### src/shared/host_ctl_defines.svh
`ifndef HOST_CTL_DEFINES_SVH
`define HOST_CTL_DEFINES_SVH

// ==========================================================================
// Clock and parallel-port timing.
// ==========================================================================
`define CLK_PERIOD_NS    40
`define ACCESS_NS        120
`define ACCESS_CYC       ((`ACCESS_NS + `CLK_PERIOD_NS - 1) / `CLK_PERIOD_NS)
`define SYNC_CYC         2
`define STROBE_CYC       (`ACCESS_CYC + `SYNC_CYC)
`define RECOVER_NS       200
`define RECOVER_CYC      ((`RECOVER_NS + `CLK_PERIOD_NS - 1) / `CLK_PERIOD_NS)
`define RST_PULSE_NS     1000
`define RST_PULSE_CYC    ((`RST_PULSE_NS + `CLK_PERIOD_NS - 1) / `CLK_PERIOD_NS)

// ==========================================================================
// Device register addresses on its parallel port.
// ==========================================================================
`define DEV_READY_ADDR   8'h00
`define DEV_GRESET_ADDR  8'h01
`define DEV_CHSTAT_BASE  8'h10
`define DEV_CHRESET_BASE 8'h20
`define RESET_KEY_FIRST  8'hA5
`define RESET_KEY_SECOND 8'h5A
`define READY_ARM_VALUE  8'h00
`define READY_DONE_BIT   0
`define ILLEGAL_BIT      2

// ==========================================================================
// Wishbone register map of this controller (byte addresses).
// ==========================================================================
`define WB_CMD_ADDR      4'h0
`define WB_STATUS_ADDR   4'h4
`define WB_RDATA_ADDR    4'h8
`define CMD_OP_LSB       0
`define CMD_CHAN_LSB     4
`define CMD_DATA_LSB     8
`define CMD_ADDR_LSB     16
`define ST_BUSY_BIT      0
`define ST_READY_BIT     1
`define ST_IRQ_BIT       2
`define ST_ILLEGAL_BIT   3

`endif

### src/shared/host_ctl_pkg.sv
package host_ctl_pkg;

    // Commands that software places in the command register.
    typedef enum logic [2:0] {
        OP_NONE    = 3'h0,
        OP_WRITE   = 3'h1,
        OP_READ    = 3'h2,
        OP_GRESET  = 3'h3,
        OP_CRESET  = 3'h4,
        OP_HWRESET = 3'h5,
        OP_CHSTAT  = 3'h6,
        OP_POLL    = 3'h7
    } op_t;

    // Engine states, one-hot.
    typedef enum logic [4:0] {
        ST_IDLE    = 5'h01,
        ST_SETUP   = 5'h02,
        ST_STROBE  = 5'h04,
        ST_RECOVER = 5'h08,
        ST_PULSE   = 5'h10
    } state_t;

endpackage : host_ctl_pkg

### src/hdl/pin_sync.sv
`timescale 1ns/1ps

// ==========================================================================
// Two-stage synchroniser for pins arriving from the device.
// ==========================================================================
module pin_sync #(
    parameter int          WIDTH   = 9,
    parameter logic [8:0]  RST_VAL = 9'h100
) (
    // Clock and reset.
    input  wire logic              clock,
    input  wire logic              rstn,
    // Pin side and clock-domain side.
    input  wire logic [WIDTH-1:0]  pins,
    output logic      [WIDTH-1:0]  synced
);

    logic [WIDTH-1:0] meta_q;
    logic [WIDTH-1:0] meta_d;
    logic [WIDTH-1:0] sync_q;
    logic [WIDTH-1:0] sync_d;

    // The first stage feeds only the second one.
    always_comb
    begin
        meta_d = pins;
        sync_d = meta_q;
    end

    // Both stages reset to the idle level of the pins.
    always_ff @(posedge clock)
    begin
        if (!rstn)
        begin
            meta_q <= RST_VAL[WIDTH-1:0];
            sync_q <= RST_VAL[WIDTH-1:0];
        end
        else
        begin
            meta_q <= meta_d;
            sync_q <= sync_d;
        end
    end

    assign synced = sync_q;

endmodule : pin_sync

### src/hdl/host_ctl.sv
// Notes on behaviour
// - Writes ignored during init; host polls ready.
// - Global reset: write A5h then 5Ah.
// - Channel reset: A5h then 5Ah to channel.
// - Data changes only while clock low.
// - Transfers begin only on idle bus.
// - Start falls, stop rises, clock high.
// - Eight bits then one acknowledge clock.
// - Acknowledger holds data low through clock high.
// - Master withholds last ack; slave releases data.
// - Fast-channel slaves never acknowledge.
`timescale 1ns/1ps

`include "host_ctl_defines.svh"

module host_ctl (
    // Clock and reset.
    input  wire logic        clock,
    input  wire logic        rstn,
    // Wishbone slave.
    input  wire logic        cyc,
    input  wire logic        stb,
    input  wire logic        we,
    input  wire logic [3:0]  adr,
    input  wire logic [3:0]  sel,
    input  wire logic [31:0] dat_w,
    output logic      [31:0] dat_r,
    output logic             ack,
    // Device parallel port.
    output logic      [7:0]  dev_addr,
    input  wire logic [7:0]  dev_data_in,
    output logic      [7:0]  dev_data_out,
    output logic             dev_data_oe,
    output logic             dev_cs_n,
    output logic             dev_wr_n,
    output logic             dev_rd_n,
    output logic             dev_reset_n,
    input  wire logic        dev_int_n
);
    import host_ctl_pkg::*;

    // ======================================================================
    // Helpers.
    // ======================================================================
    // Key byte of a two-write reset sequence.
    function automatic logic [7:0] reset_key(input logic second);
        reset_key = second ? `RESET_KEY_SECOND : `RESET_KEY_FIRST;
    endfunction : reset_key

    // Access for the current step: {is_read, address, data}.
    function automatic logic [16:0] access_of(input op_t op, input logic step, input logic poll,
                                              input logic arm, input logic [1:0] chan,
                                              input logic [7:0] a, input logic [7:0] d);
        logic [7:0] ch;
        ch = {6'h00, chan};
        if (poll)
            access_of = arm ? {1'b0, `DEV_READY_ADDR, `READY_ARM_VALUE} : {1'b1, `DEV_READY_ADDR, 8'h00};
        else
        begin
            unique case (op)
                OP_WRITE:  access_of = {1'b0, a, d};
                OP_READ:   access_of = {1'b1, a, 8'h00};
                OP_CHSTAT: access_of = {1'b1, 8'(`DEV_CHSTAT_BASE + ch), 8'h00};
                OP_GRESET: access_of = {1'b0, `DEV_GRESET_ADDR, reset_key(step)};
                OP_CRESET: access_of = {1'b0, 8'(`DEV_CHRESET_BASE + ch), reset_key(step)};
                default:   access_of = {1'b1, `DEV_READY_ADDR, 8'h00};
            endcase
        end
    endfunction : access_of

    // ======================================================================
    // Pin synchronisation.
    // ======================================================================
    logic [8:0] pins_sync;

    pin_sync #(
        .WIDTH   (9),
        .RST_VAL (9'h100)
    ) u_sync (
        .clock  (clock),
        .rstn   (rstn),
        .pins   ({dev_int_n, dev_data_in}),
        .synced (pins_sync)
    );

    logic [7:0] data_sync;
    logic       int_sync_n;
    assign data_sync  = pins_sync[7:0];
    assign int_sync_n = pins_sync[8];

    // ======================================================================
    // Bus decode.
    // ======================================================================
    logic   req;
    logic   start;
    logic   illegal_clr;
    logic   ack_q;
    logic   ack_d;
    logic   [31:0] dat_r_q;
    logic   [31:0] dat_r_d;
    state_t state_q;
    state_t state_d;

    // A request is acted on in its first cycle only; ack follows one edge later.
    assign req         = cyc && stb && !ack_q;
    assign start       = req && we && (adr == `WB_CMD_ADDR) && (sel == 4'hF) && (state_q == ST_IDLE);
    assign illegal_clr = req && we && (adr == `WB_STATUS_ADDR) && sel[0] && dat_w[`ST_ILLEGAL_BIT];

    // ======================================================================
    // Access engine.
    // ======================================================================
    op_t        op_q, op_d;
    logic [1:0] chan_q, chan_d;
    logic [7:0] a_q, a_d, d_q, d_d;
    logic       step_q, step_d, poll_q, poll_d, arm_q, arm_d;
    logic       ready_q, ready_d, illegal_q, illegal_d;
    logic [5:0] cnt_q, cnt_d;
    logic [7:0] rdata_q, rdata_d;
    logic [7:0] addr_q, addr_d, dout_q, dout_d;
    logic       oe_q, oe_d, cs_n_q, cs_n_d, wr_n_q, wr_n_d, rd_n_q, rd_n_d, rst_n_q, rst_n_d;
    logic [16:0] acc;
    op_t        new_op;

    assign acc    = access_of(op_q, step_q, poll_q, arm_q, chan_q, a_q, d_q);
    assign new_op = op_t'(dat_w[`CMD_OP_LSB +: 3]);

    // Next state of the engine and of every device pin.
    always_comb
    begin
        state_d = state_q;  op_d = op_q;  chan_d = chan_q;  a_d = a_q;  d_d = d_q;
        step_d = step_q;  poll_d = poll_q;  arm_d = arm_q;  ready_d = ready_q;
        illegal_d = illegal_q;  cnt_d = cnt_q;  rdata_d = rdata_q;
        addr_d = addr_q;  dout_d = dout_q;  oe_d = oe_q;  cs_n_d = cs_n_q;
        wr_n_d = wr_n_q;  rd_n_d = rd_n_q;  rst_n_d = rst_n_q;
        if (illegal_clr)
            illegal_d = 1'b0;
        unique case (state_q)
            ST_IDLE:
            begin
                if (start)
                begin
                    op_d   = new_op;
                    chan_d = dat_w[`CMD_CHAN_LSB +: 2];
                    d_d    = dat_w[`CMD_DATA_LSB +: 8];
                    a_d    = dat_w[`CMD_ADDR_LSB +: 8];
                    step_d = 1'b0;
                    arm_d  = 1'b0;
                    poll_d = 1'b0;
                    if (new_op == OP_HWRESET)
                    begin
                        rst_n_d = 1'b0;
                        ready_d = 1'b0;
                        cnt_d   = 6'(`RST_PULSE_CYC);
                        state_d = ST_PULSE;
                    end
                    else if (new_op == OP_POLL)
                    begin
                        poll_d  = 1'b1;
                        ready_d = 1'b0;
                        state_d = ST_SETUP;
                    end
                    // Writes are refused until the device has been seen ready.
                    else if (new_op != OP_NONE && (ready_q || new_op == OP_READ || new_op == OP_CHSTAT))
                        state_d = ST_SETUP;
                end
            end
            ST_SETUP:
            begin
                cs_n_d  = 1'b0;
                addr_d  = acc[15:8];
                dout_d  = acc[7:0];
                oe_d    = !acc[16];
                cnt_d   = 6'(`STROBE_CYC);
                state_d = ST_STROBE;
            end
            ST_STROBE:
            begin
                rd_n_d = !acc[16];
                wr_n_d = acc[16];
                cnt_d  = cnt_q - 6'h01;
                if (cnt_q == 6'h00)
                begin
                    rd_n_d  = 1'b1;
                    wr_n_d  = 1'b1;
                    cnt_d   = 6'(`RECOVER_CYC);
                    state_d = ST_RECOVER;
                    if (acc[16])
                        rdata_d = data_sync;
                    // A set in the same cycle as a clear wins.
                    if (acc[16] && !poll_q && op_q == OP_CHSTAT && data_sync[`ILLEGAL_BIT])
                        illegal_d = 1'b1;
                end
            end
            ST_RECOVER:
            begin
                cs_n_d = 1'b1;
                oe_d   = 1'b0;
                cnt_d  = cnt_q - 6'h01;
                if (cnt_q == 6'h00)
                begin
                    state_d = ST_SETUP;
                    if (poll_q)
                    begin
                        if (arm_q)
                        begin
                            ready_d = 1'b1;
                            arm_d   = 1'b0;
                            poll_d  = 1'b0;
                            state_d = ST_IDLE;
                        end
                        // Ready seen: write zero to arm the line checks.
                        else if (rdata_q[`READY_DONE_BIT])
                            arm_d = 1'b1;
                    end
                    // The second key follows the first with no other write between.
                    else if (!step_q && (op_q == OP_GRESET || op_q == OP_CRESET))
                        step_d = 1'b1;
                    else if (op_q == OP_GRESET)
                    begin
                        poll_d  = 1'b1;
                        ready_d = 1'b0;
                    end
                    else
                        state_d = ST_IDLE;
                end
            end
            ST_PULSE:
            begin
                cnt_d = cnt_q - 6'h01;
                if (cnt_q == 6'h01)
                begin
                    rst_n_d = 1'b1;
                    poll_d  = 1'b1;
                    state_d = ST_SETUP;
                end
            end
        endcase
    end

    // Engine registers; strobe and reset pins idle high, address and data out low, the data bus released.
    always_ff @(posedge clock)
    begin
        if (!rstn)
        begin
            state_q <= ST_IDLE;  op_q <= OP_NONE;  chan_q <= 2'h0;  a_q <= 8'h00;  d_q <= 8'h00;
            step_q <= 1'b0;  poll_q <= 1'b0;  arm_q <= 1'b0;  ready_q <= 1'b0;  illegal_q <= 1'b0;
            cnt_q <= 6'h00;  rdata_q <= 8'h00;  addr_q <= 8'h00;  dout_q <= 8'h00;  oe_q <= 1'b0;
            cs_n_q <= 1'b1;  wr_n_q <= 1'b1;  rd_n_q <= 1'b1;  rst_n_q <= 1'b1;
        end
        else
        begin
            state_q <= state_d;  op_q <= op_d;  chan_q <= chan_d;  a_q <= a_d;  d_q <= d_d;
            step_q <= step_d;  poll_q <= poll_d;  arm_q <= arm_d;  ready_q <= ready_d;
            illegal_q <= illegal_d;  cnt_q <= cnt_d;  rdata_q <= rdata_d;  addr_q <= addr_d;
            dout_q <= dout_d;  oe_q <= oe_d;  cs_n_q <= cs_n_d;  wr_n_q <= wr_n_d;
            rd_n_q <= rd_n_d;  rst_n_q <= rst_n_d;
        end
    end

    assign dev_addr     = addr_q;
    assign dev_data_out = dout_q;
    assign dev_data_oe  = oe_q;
    assign dev_cs_n     = cs_n_q;
    assign dev_wr_n     = wr_n_q;
    assign dev_rd_n     = rd_n_q;
    assign dev_reset_n  = rst_n_q;

    // ======================================================================
    // Wishbone answer.
    // ======================================================================
    // Read mux; unmapped addresses answer with zero rather than an error.
    always_comb
    begin
        ack_d   = req;
        dat_r_d = 32'h0000_0000;
        if (req && !we)
        begin
            unique case (adr)
                `WB_CMD_ADDR:    dat_r_d = {8'h00, a_q, d_q, 2'h0, chan_q, 1'b0, op_q};
                `WB_STATUS_ADDR: dat_r_d = {28'h0000000, illegal_q, !int_sync_n, ready_q, state_q != ST_IDLE};
                `WB_RDATA_ADDR:  dat_r_d = {24'h000000, rdata_q};
                default:         dat_r_d = 32'h0000_0000;
            endcase
        end
    end

    // Bus answer registers.
    always_ff @(posedge clock)
    begin
        if (!rstn)
        begin
            ack_q   <= 1'b0;
            dat_r_q <= 32'h0000_0000;
        end
        else
        begin
            ack_q   <= ack_d;
            dat_r_q <= dat_r_d;
        end
    end

    assign ack   = ack_q;
    assign dat_r = dat_r_q;

    // Length of the reset pulse, counted for the check below.
    logic [5:0] pulse_len_q;
    always_ff @(posedge clock)
    begin
        if (!rstn)
            pulse_len_q <= 6'h00;
        else if (!rst_n_q)
            pulse_len_q <= pulse_len_q + 6'h01;
        else
            pulse_len_q <= 6'h00;
    end
endmodule : host_ctl

### config.mk
export PLATFORM = sky130hd
export DESIGN_NAME = host_ctl
export DESIGN_NICKNAME = d
export VERILOG_FILES = /design/src/shared/host_ctl_pkg.sv /design/src/hdl/pin_sync.sv /design/src/hdl/host_ctl.sv
export VERILOG_INCLUDE_DIRS = /design/src /design/src/shared
export SDC_FILE = /design/constraint.sdc
export NUM_CORES = 1
export LEC_CHECK = 0
export BUFFER_PORTS_ARGS = -buffer_cell sky130_fd_sc_hd__buf_4
export CAP_MARGIN = 10
export CORE_MARGIN = 3
export CORE_UTILIZATION = 34
export CTS_CLUSTER_SIZE = 10
export DETAILED_ROUTE_END_ITERATION = 10
export SYNTH_ARGS = -nofsm -noshare
export SYNTH_HDL_FRONTEND = slang
export SYNTH_SLANG_ARGS = --single-unit
### constraint.sdc
create_clock -name clock -period 2.75 [get_ports clock]
set_input_delay 0 -clock clock [delete_from_list [all_inputs] [get_ports clock]]
set_output_delay 0 -clock clock [all_outputs]
set_load 0.02 [all_outputs]
==> results.sh, run 1 <==
export IMPL_run_status="completed"
export IMPL_drive_gt1_share_pct=21.17
export IMPL_async_flop_share_pct=0
export IMPL_fp_dieH_um=119.2
export IMPL_grt_total_usage_pct=15.76
export IMPL_relSlewSlack_pct=59.66
export IMPL_clock_root_buffer="clkbuf_16"
export IMPL_synth_cells=495
export IMPL_yosysSeqAreaShare_pct=50.07
export IMPL_hold_class="input port to register"
export IMPL_dp_hpwl_um=7773
export IMPL_chipWidth_um=119.2
export IMPL_syn_mean_instance_area_um2=8.804
export IMPL_die_area_um2=14210
export IMPL_endpoint_kind="register"
export IMPL_required_ns=3.00
export IMPL_cp_slowest_stage_delay_ns=0.56
export IMPL_wire_per_inst_um=14.40
export IMPL_wirelength_um=11260
export IMPL_clockBufferDepth=2
export IMPL_antenna_found_initial=0
export IMPL_routed_via_count=3778
export IMPL_fmax_mhz=421.1
export IMPL_period_share_pct=86.35
export IMPL_via_per_inst=4.831
export IMPL_drc=0
export IMPL_grt_pass1_wl_um=18150
export IMPL_syn_area_um2=4358
export IMPL_startpoint_type="input port"
export IMPL_io_buffers=89
export IMPL_path_delay_family="simple AND/OR/NAND/NOR gates"
export IMPL_fin_total_pwr_uw=3063
export IMPL_reg2regPathDepth=5
export IMPL_power_density_nw_per_um2=527.5
export IMPL_initial_core_util_pct=35.54
export IMPL_yosys_register_bits=109
export IMPL_tns_ns=0
export IMPL_finish_utilization_pct=47.35
export IMPL_post_cts_buffers=0
export IMPL_peakVddDrop_mv=0.2965
export IMPL_finalNetCount=665
export IMPL_first_global_vias=3681
export IMPL_grt_overflow=0
export IMPL_skew_ns=0.007484
export IMPL_ys_warn_count=0
export IMPL_areaGrowthSynthToFinish_pct=33.22
export IMPL_grt_setup_unrepaired="false"
export IMPL_diodes=0
export IMPL_drtAntennaViolNets=0
export IMPL_whs_path_depth=4
export IMPL_path_buf_inv=2
export IMPL_cts_tree="yes"
export IMPL_synth_edf_count=0
export IMPL_insertion_delay_ns=0.34
export IMPL_period_minus_slack_ns=2.375
export IMPL_crit_path_max_fanout=10
export IMPL_ys_types=64
export IMPL_slew_viol_final=0
export IMPL_leakagePower_uw=0.002354
export IMPL_synthFlopType="dfxtp_1"
export IMPL_regArea_um2=2182
export IMPL_cpMaxStageDelayCell="or4_4"
export IMPL_worstMarginPinSlew_ns=0.6052
export IMPL_num_io_pins=108
export IMPL_path_class="input port to register"
export IMPL_drv_cap=0
export IMPL_rows=40
export IMPL_cts_buffers=9
export IMPL_crit_chain="dlygate4sd3_1, buf_4, or4_4, nor4_4, o22ai_2, or3_4, a2111oi_4"
export IMPL_cts_sinks=109
export IMPL_layout_common_cells="109 x dfxtp_1, 100 x buf_4, 66 x nand2_1"
export IMPL_clkTransAtPathRegs_ns=0.07
export IMPL_setup_viol=0
export IMPL_drt_pass1_iter_count=4
export IMPL_finalHoldViolCount=0
export IMPL_n_fill_cell=1186
export IMPL_final_common_cell="dfxtp_1"
export IMPL_grt_max_degree=56
export IMPL_routabilityCongestion=0.8378
export IMPL_h_tree_depth=3
export IMPL_drtIter0Drc=237
export IMPL_core_um2=12260
export IMPL_cp_depth=7
export IMPL_multi_input_area_um2=1979
export IMPL_cts_repair_resized=0
export IMPL_arrival_ns=2.62
-- final cells by class --
cell class	instances	share of cell area [%]
Clock buffer	9	3.879
Clock inverter	7	1.422
Inverter	12	0.7759
Multi-Input combinational cell	344	34.09
Sequential cell	109	37.59
Tap cell	168	3.621
Timing Repair Buffer	133	18.62
-- final timing paths --
path	start	end	slack, ns
setup / recovery	adr[3]	state_q[1]	0.38
hold / removal	dat_w[3]	illegal_q	0.04
setup reg to reg	state_q[3]	state_q[0]	0.53
hold reg to reg	u_sync.meta_q[8]	u_sync.synced[8]	0.41
-- metal layers --
metal / track usage [%] / vias to the layer above / part of all wire (%)
li1: - / 1904 / -
met1: 20.04 / 1778 / 45
met2: 26.74 / 87 / 49
met3: 3.704 / 9 / 4.9
met4: 4.272 / 0 / 0.93
met5: 0 / - / 0
-- state kept, by name, summed over array words and instances (netlist names), 2 cells and up --
register       flops
rdata_q            8
cnt_q              6
op_q               3
dev_data_out       8
u_sync.synced      9
dat_r             24
chan_q             2
a_q                8
dev_addr           8
state_q            5
d_q                8
u_sync.meta_q      9
-- power breakdown --
group          total (uW)  internal, uW  switching [uW]
Sequential           1590          1590            3.50
Combinational         160          86.2            73.4
Clock                1310           719             591
-- cells in the mapped netlist (all sizes together), types with 2 or more instances --
cell / n / area (um^2)
and2: 41 / 257.8
nand2b: 8 / 50.05
a21o: 4 / 31.28
nor3b: 4 / 30.03
nand3b: 2 / 15.01
clkbuf: 25 / 93.84
nor2: 44 / 165.2
and3: 7 / 43.79
nor2b: 2 / 12.51
or4: 3 / 26.27
o21ai: 18 / 90.09
dfxtp: 109 / 2182
a211oi: 5 / 37.54
inv: 12 / 45.04
nand3: 5 / 25.02
buf: 12 / 85.08
or3: 3 / 23.77
mux2i: 13 / 130.1
ha: 2 / 25.02
nor3: 10 / 50.05
a2111oi: 3 / 45.05
a21oi: 52 / 260.3
nand2: 66 / 247.7
a22oi: 8 / 60.06
o22ai: 3 / 25.02
o31ai: 3 / 22.52
or2: 3 / 18.77
-- through the flow --
stage | hold slack (ns) | worst slack [ns] | instance area [um^2] | cells
after detailed placement | 0.2006 | 0.5585 | 5167 | 733
after global routing | 0.04608 | 0.2898 | 5806 | 782
final | 0.03818 | 0.3754 | 5806 | 782
after floorplan | 0.1015 | 0.7127 | 4384 | 502
after CTS | 0.02327 | 0.4050 | 5806 | 782
after global placement | 0.1979 | 0.6039 | 5167 | 733
-- kinds of logic after synthesis --
group,after synthesis,share of synthesized area (%)
AO/OA/AOI/OAI,113,16.71
AND/OR/NAND/NOR,206,24.03
adder cells (fa/ha/maj),2,0.5741
XOR/XNOR,2,0.4020
multiplexers,13,2.986
flip-flops,109,50.07
other,1,0.08605
buffers and inverters,49,5.139
-- timing repair --
item                                    4_1_cts  5_1_grt
hold buffers                                 33        0
endpoints found under the setup margin        0        0
endpoints found under the hold margin        35        0
-- tightest hold or removal path, stage by stage --
cell and delay, ns:
buf_4 0.11, nand3_1 0.06, o31ai_1 0.07, a21oi_1 0.11
No activity file was read; power rests on OpenSTA's default activity.
==> inputs of run 2 (changes only) <==
BUFFER_PORTS_ARGS = unset   (was -buffer_cell sky130_fd_sc_hd__buf_4)
DONT_BUFFER_PORTS = 1   (was unset)
HOLD_SLACK_MARGIN = 0.08   (was unset)
==> results.sh, run 2 (synthesis gave the netlist of run 1 again) <==
export IMPL_initial_core_util_pct=35.54
export IMPL_routabilityCongestion=0.8583
export IMPL_cts_buffers=9
export IMPL_path_delay_family="simple AND/OR/NAND/NOR gates"
export IMPL_chipWidth_um=119.2
export IMPL_run_status="completed"
export IMPL_wirelength_um=10580
export IMPL_grt_setup_unrepaired="false"
export IMPL_drtAntennaViolNets=0
export IMPL_pwr_share_clk_pct=40.8
export IMPL_dp_hpwl_um=7329
export IMPL_finalHoldViolCount=0
export IMPL_num_io_pins=108
export IMPL_slew_viol_final=0
export IMPL_required_ns=3.03
export IMPL_min_delay_start="adr[0]"
export IMPL_startpoint_type="register"
export IMPL_antenna_found_initial=0
export IMPL_whs_ns=0.1876
export IMPL_fmax_mhz=401.0
export IMPL_first_global_vias=3351
export IMPL_p_sw_share_pct=21.23
export IMPL_cts_sinks=109
export IMPL_grt_pass1_wl_um=17200
export IMPL_core_um2=12260
export IMPL_setup_ws_ns=0.2561
export IMPL_path_class="register to register"
export IMPL_grt_max_degree=56
export IMPL_regToRegSetupSlack_ns=0.26
export IMPL_reg2regPathDepth=6
export IMPL_routed_via_count=3464
export IMPL_reg2reg_to="dat_r[7]"
export IMPL_path_buf_inv=1
export IMPL_h_tree_depth=3
export IMPL_p_comb_share_pct=4.0
export IMPL_areaGrowthSynthToFinish_pct=18.69
export IMPL_rows=40
export IMPL_grt_overflow=0
export IMPL_clockBufferDepth=2
export IMPL_startpoint="ack"
export IMPL_skew_ns=0.006587
export IMPL_period_share_pct=90.69
export IMPL_wire_per_inst_um=15.13
export IMPL_worstMarginPinSlew_ns=1.081
export IMPL_setup_viol=0
export IMPL_clkTransAtPathRegs_ns=0.07
export IMPL_cpMaxStageDelayCell="dlygate4sd3_1"
export IMPL_fin_total_pwr_uw=2891
export IMPL_die_area_um2=14210
export IMPL_relSlewSlack_pct=27.91
export IMPL_insertion_delay_ns=0.34
export IMPL_power_density_nw_per_um2=558.8
export IMPL_finalNetCount=583
export IMPL_r2r_start="ack"
export IMPL_dp_slack_ns=0.5770
export IMPL_p_switching_uw=613.7
export IMPL_clock_root_buffer="clkbuf_16"
export IMPL_final_common_cell="dfxtp_1"
export IMPL_drtIter0Drc=328
export IMPL_leakagePower_uw=0.001914
export IMPL_hold_class="input port to register"
export IMPL_io_buffers=0
export IMPL_grt_total_usage_pct=15.01
export IMPL_largest_reg_flops=24
export IMPL_diodes=0
export IMPL_crit_chain="nand3b_1, dlygate4sd3_1, or2_2, or4_1, nor2_1, and3_1"
export IMPL_whs_path_depth=4
export IMPL_period_minus_slack_ns=2.494
export IMPL_layout_common_cells="109 x dfxtp_1, 66 x nand2_1, 52 x a21oi_1"
export IMPL_cts_tree="yes"
export IMPL_endpoint_kind="register"
export IMPL_arrival_ns=2.78
export IMPL_peakVddDrop_mv=0.2829
export IMPL_via_per_inst=4.956
export IMPL_crit_path_max_fanout=7
export IMPL_drv_cap=0
export IMPL_fp_dieH_um=119.2
export IMPL_whs_endpoint="dat_r[11]"
export IMPL_drive_gt1_share_pct=7.156
export IMPL_seq_power_share_pct=55.2
export IMPL_p_int_uw=2277
export IMPL_drc=0
export IMPL_cp_slowest_stage_delay_ns=0.61
export IMPL_drt_pass1_iter_count=4
export IMPL_tns_ns=0
export IMPL_n_fill_cell=1202
-- run 2: cell types whose count changed in the layout (fill, tap and decap cells not counted), moves of 2 or more --
cell           change
buf_4             -90
dlygate4sd3_1      +7
clkinv_2           +2
clkinv_4           -2
-- run 2: worst max-delay path by stage --
stage                       to  slack (ns)  cells after the start
finish                dat_r[7]        0.26                      6
global route          dat_r[6]        0.11                      6
CTS                   dat_r[7]        0.20                      6
detailed placement  state_q[0]        0.58                      5
global placement    state_q[0]        0.62                      5
floorplan           state_q[1]        0.71                      6
-- run 2: power groups by stage --
| stage | Clock [uW] | Combinational, uW | Sequential (uW) |
|---|---|---|---|
| 3_5_place_dp | 0 | 55.9 | 1630 |
| 4_1_cts | 1200 | 116 | 1600 |
| 2_1_floorplan | 0 | 64.7 | 1630 |
| 3_3_place_gp | 0 | 54.5 | 1630 |
| 6_report | 1180 | 117 | 1600 |
| 5_1_grt | 1250 | 127 | 1600 |
-- run 2: through the flow --
stage	utilization, %	instance area (um^2)	instances
final	42.18	5172	699
after global routing	42.18	5172	699
after CTS	42.16	5170	699
after detailed placement	36.63	4492	643
after global placement	36.63	4492	643
after floorplan	-	4384	502
-- run 2: what timing repair did --
action,4_1_cts,5_1_grt
hold buffers,41,0
endpoints found under the setup margin,0,2
buffers inserted,0,0
gates resized for setup,0,1
hold endpoints to repair,77,0
-- run 2: routing by layer --
| metal | part of all wire, % | up-vias | GRT usage, % |
|---|---|---|---|
| met2 | 47 | 99 | 24.41 |
| met1 | 45 | 1625 | 19.11 |
| li1 | - | 1732 | - |
| met3 | 6.6 | 8 | 4.511 |
| met5 | 0 | - | 0 |
| met4 | 1.0 | 0 | 4.707 |
-- run 2: worst reg2reg max path: stages (launching register included) --
cell,delay [ns]
dfxtp_1,0.37
nand3b_1,0.28
dlygate4sd3_1,0.62
or2_2,0.29
or4_1,0.55
nor2_1,0.16
and3_1,0.16
-- run 2: final cells by class --
type,instances,area [um^2],share of cell area (%)
timing repair buffer,51,488.0,9.434
sequential,109,2182,42.19
tap,168,210.2,4.064
clock buffer,11,242.7,4.693
multi-input combinational,344,1979,38.27
inverter,12,45.04,0.8708
clock inverter,4,25.02,0.4838
==> inputs of run 3 (changes only) <==
==> constraint.sdc (replaced) <==
create_clock -name clock -period 2.75 [get_ports clock]
set_input_delay 0.4125 -clock clock [delete_from_list [all_inputs] [get_ports clock]]
set_output_delay 0.4125 -clock clock [all_outputs]
set_load 0.02 [all_outputs]
==> results.sh, run 3 (synthesis gave the netlist of run 1 again) <==
export IMPL_drv_cap=0
export IMPL_cts_sinks=109
export IMPL_fmax_mhz=435.7
export IMPL_regToRegSetupSlack_ns=0.45
export IMPL_peakVddDrop_mv=0.2788
export IMPL_routed_via_count=3321
export IMPL_layout_common_cells="109 x dfxtp_1, 66 x nand2_1, 52 x a21oi_1"
export IMPL_crit_path_max_fanout=9
export IMPL_reg2reg_to="state_q[0]"
export IMPL_r2r_start="state_q[3]"
export IMPL_relSlewSlack_pct=41.85
export IMPL_grt_max_degree=56
export IMPL_drtIter0Drc=314
export IMPL_drt_pass1_iter_count=4
export IMPL_required_ns=2.95
export IMPL_final_common_cell="dfxtp_1"
export IMPL_worstMarginPinSlew_ns=0.8648
export IMPL_grt_overflow=0
export IMPL_h_tree_depth=3
export IMPL_cts_repair_resized=0
export IMPL_power_density_nw_per_um2=608.2
export IMPL_grt_total_usage_pct=14.25
export IMPL_initial_core_util_pct=35.54
export IMPL_arrival_ns=2.50
export IMPL_run_status="completed"
export IMPL_clock_root_buffer="clkbuf_16"
export IMPL_period_minus_slack_ns=2.295
export IMPL_io_buffers=0
export IMPL_slew_viol_final=0
export IMPL_areaGrowthSynthToFinish_pct=9.876
export IMPL_leakagePower_uw=0.001755
export IMPL_largest_reg_flops=24
export IMPL_first_global_vias=3186
export IMPL_cts_buffers=9
export IMPL_n_fill_cell=1239
export IMPL_crit_path_end="state_q[0]"
export IMPL_grt_setup_unrepaired="false"
export IMPL_setup_viol=0
export IMPL_insertion_delay_ns=0.34
export IMPL_drive_gt1_share_pct=7.755
export IMPL_via_per_inst=5.047
export IMPL_reg2regPathDepth=5
export IMPL_hold_class="input port to register"
export IMPL_skew_ns=0.005432
export IMPL_cts_hold_fix_buffers=0
export IMPL_wire_per_inst_um=15.30
export IMPL_antenna_found_initial=0
export IMPL_grt_pass1_wl_um=16150
export IMPL_setup_ws_ns=0.4548
export IMPL_finalHoldViolCount=0
export IMPL_fin_total_pwr_uw=2912
export IMPL_period_share_pct=83.46
export IMPL_dp_slack_ns=0.4094
export IMPL_endpoint_kind="register"
export IMPL_num_io_pins=108
export IMPL_routabilityCongestion=0.8400
export IMPL_startpoint_type="register"
export IMPL_diodes=0
export IMPL_post_cts_buffers=0
export IMPL_startpoint="state_q[3]"
export IMPL_wirelength_um=10070
export IMPL_dp_hpwl_um=7374
export IMPL_finalNetCount=543
export IMPL_finish_utilization_pct=39.05
export IMPL_core_um2=12260
export IMPL_fp_dieH_um=119.2
export IMPL_chipWidth_um=119.2
export IMPL_die_area_um2=14210
export IMPL_rows=40
export IMPL_cts_tree="yes"
export IMPL_drc=0
export IMPL_clkTransAtPathRegs_ns=0.07
export IMPL_tns_ns=0
export IMPL_clockBufferDepth=2
export IMPL_drtAntennaViolNets=0
export IMPL_path_class="register to register"
==> run 3: how the worst min path moves through the flow <==
stage                          start                to  slack [ns]  cells past startpoint
floorplan           u_sync.meta_q[8]  u_sync.synced[8]        0.39                      1
global placement    u_sync.meta_q[8]  u_sync.synced[8]        0.41                      1
detailed placement  u_sync.meta_q[8]  u_sync.synced[8]        0.41                      1
CTS                             rstn          dev_rd_n        0.12                      1
global route                    rstn          dev_rd_n        0.13                      1
finish                          rstn          dev_rd_n        0.13                      1
==> run 3: layout make-up <==
type / count / area [um^2] / share of cell area (%)
multi-input cells: 344 / 1979 / 41.34
well taps: 168 / 210.2 / 4.390
flip-flops and latches: 109 / 2182 / 45.57
inverters: 12 / 45.04 / 0.9407
clock buffers: 11 / 242.7 / 5.069
repair buffers: 11 / 82.58 / 1.725
clock inverters: 3 / 46.29 / 0.9668
==> run 3: power by group <==
group | leakage (uW) | switching (uW) | internal [uW] | total [uW]
logic | 0.000735 | 38.1 | 17.0 | 55.1
registers | 0.000882 | 4.93 | 1590 | 1600
clock network | 0.000138 | 537 | 724 | 1260
==> run 3: through the flow <==
| step | cell area (um^2) | std cells | hold slack, ns |
|---|---|---|---|
| 5_1_grt | 4788 | 658 | 0.1337 |
| 3_5_place_dp | 4499 | 644 | 0.4124 |
| 2_1_floorplan | 4384 | 502 | 0.3863 |
| 4_1_cts | 4788 | 658 | 0.1250 |
| 3_3_place_gp | 4499 | 644 | 0.4059 |
| 6_report | 4788 | 658 | 0.1345 |
==> run 3: layer usage <==
layer  global-route usage (%)  up-vias  wire length (um)
met1                    17.75     1553              4527
li1                         -     1659                 -
met2                    22.25       92              4606
met5                        0        -                 0
met4                    6.517        0               226
met3                    4.796       17               705
==> run 3: worst max-delay path: stages, from the launching register on <==
cell,delay (ns)
dfxtp_1,0.46
or3b_1,0.41
or3_1,0.51
o22ai_2,0.46
or3_4,0.23
o311ai_2,0.08
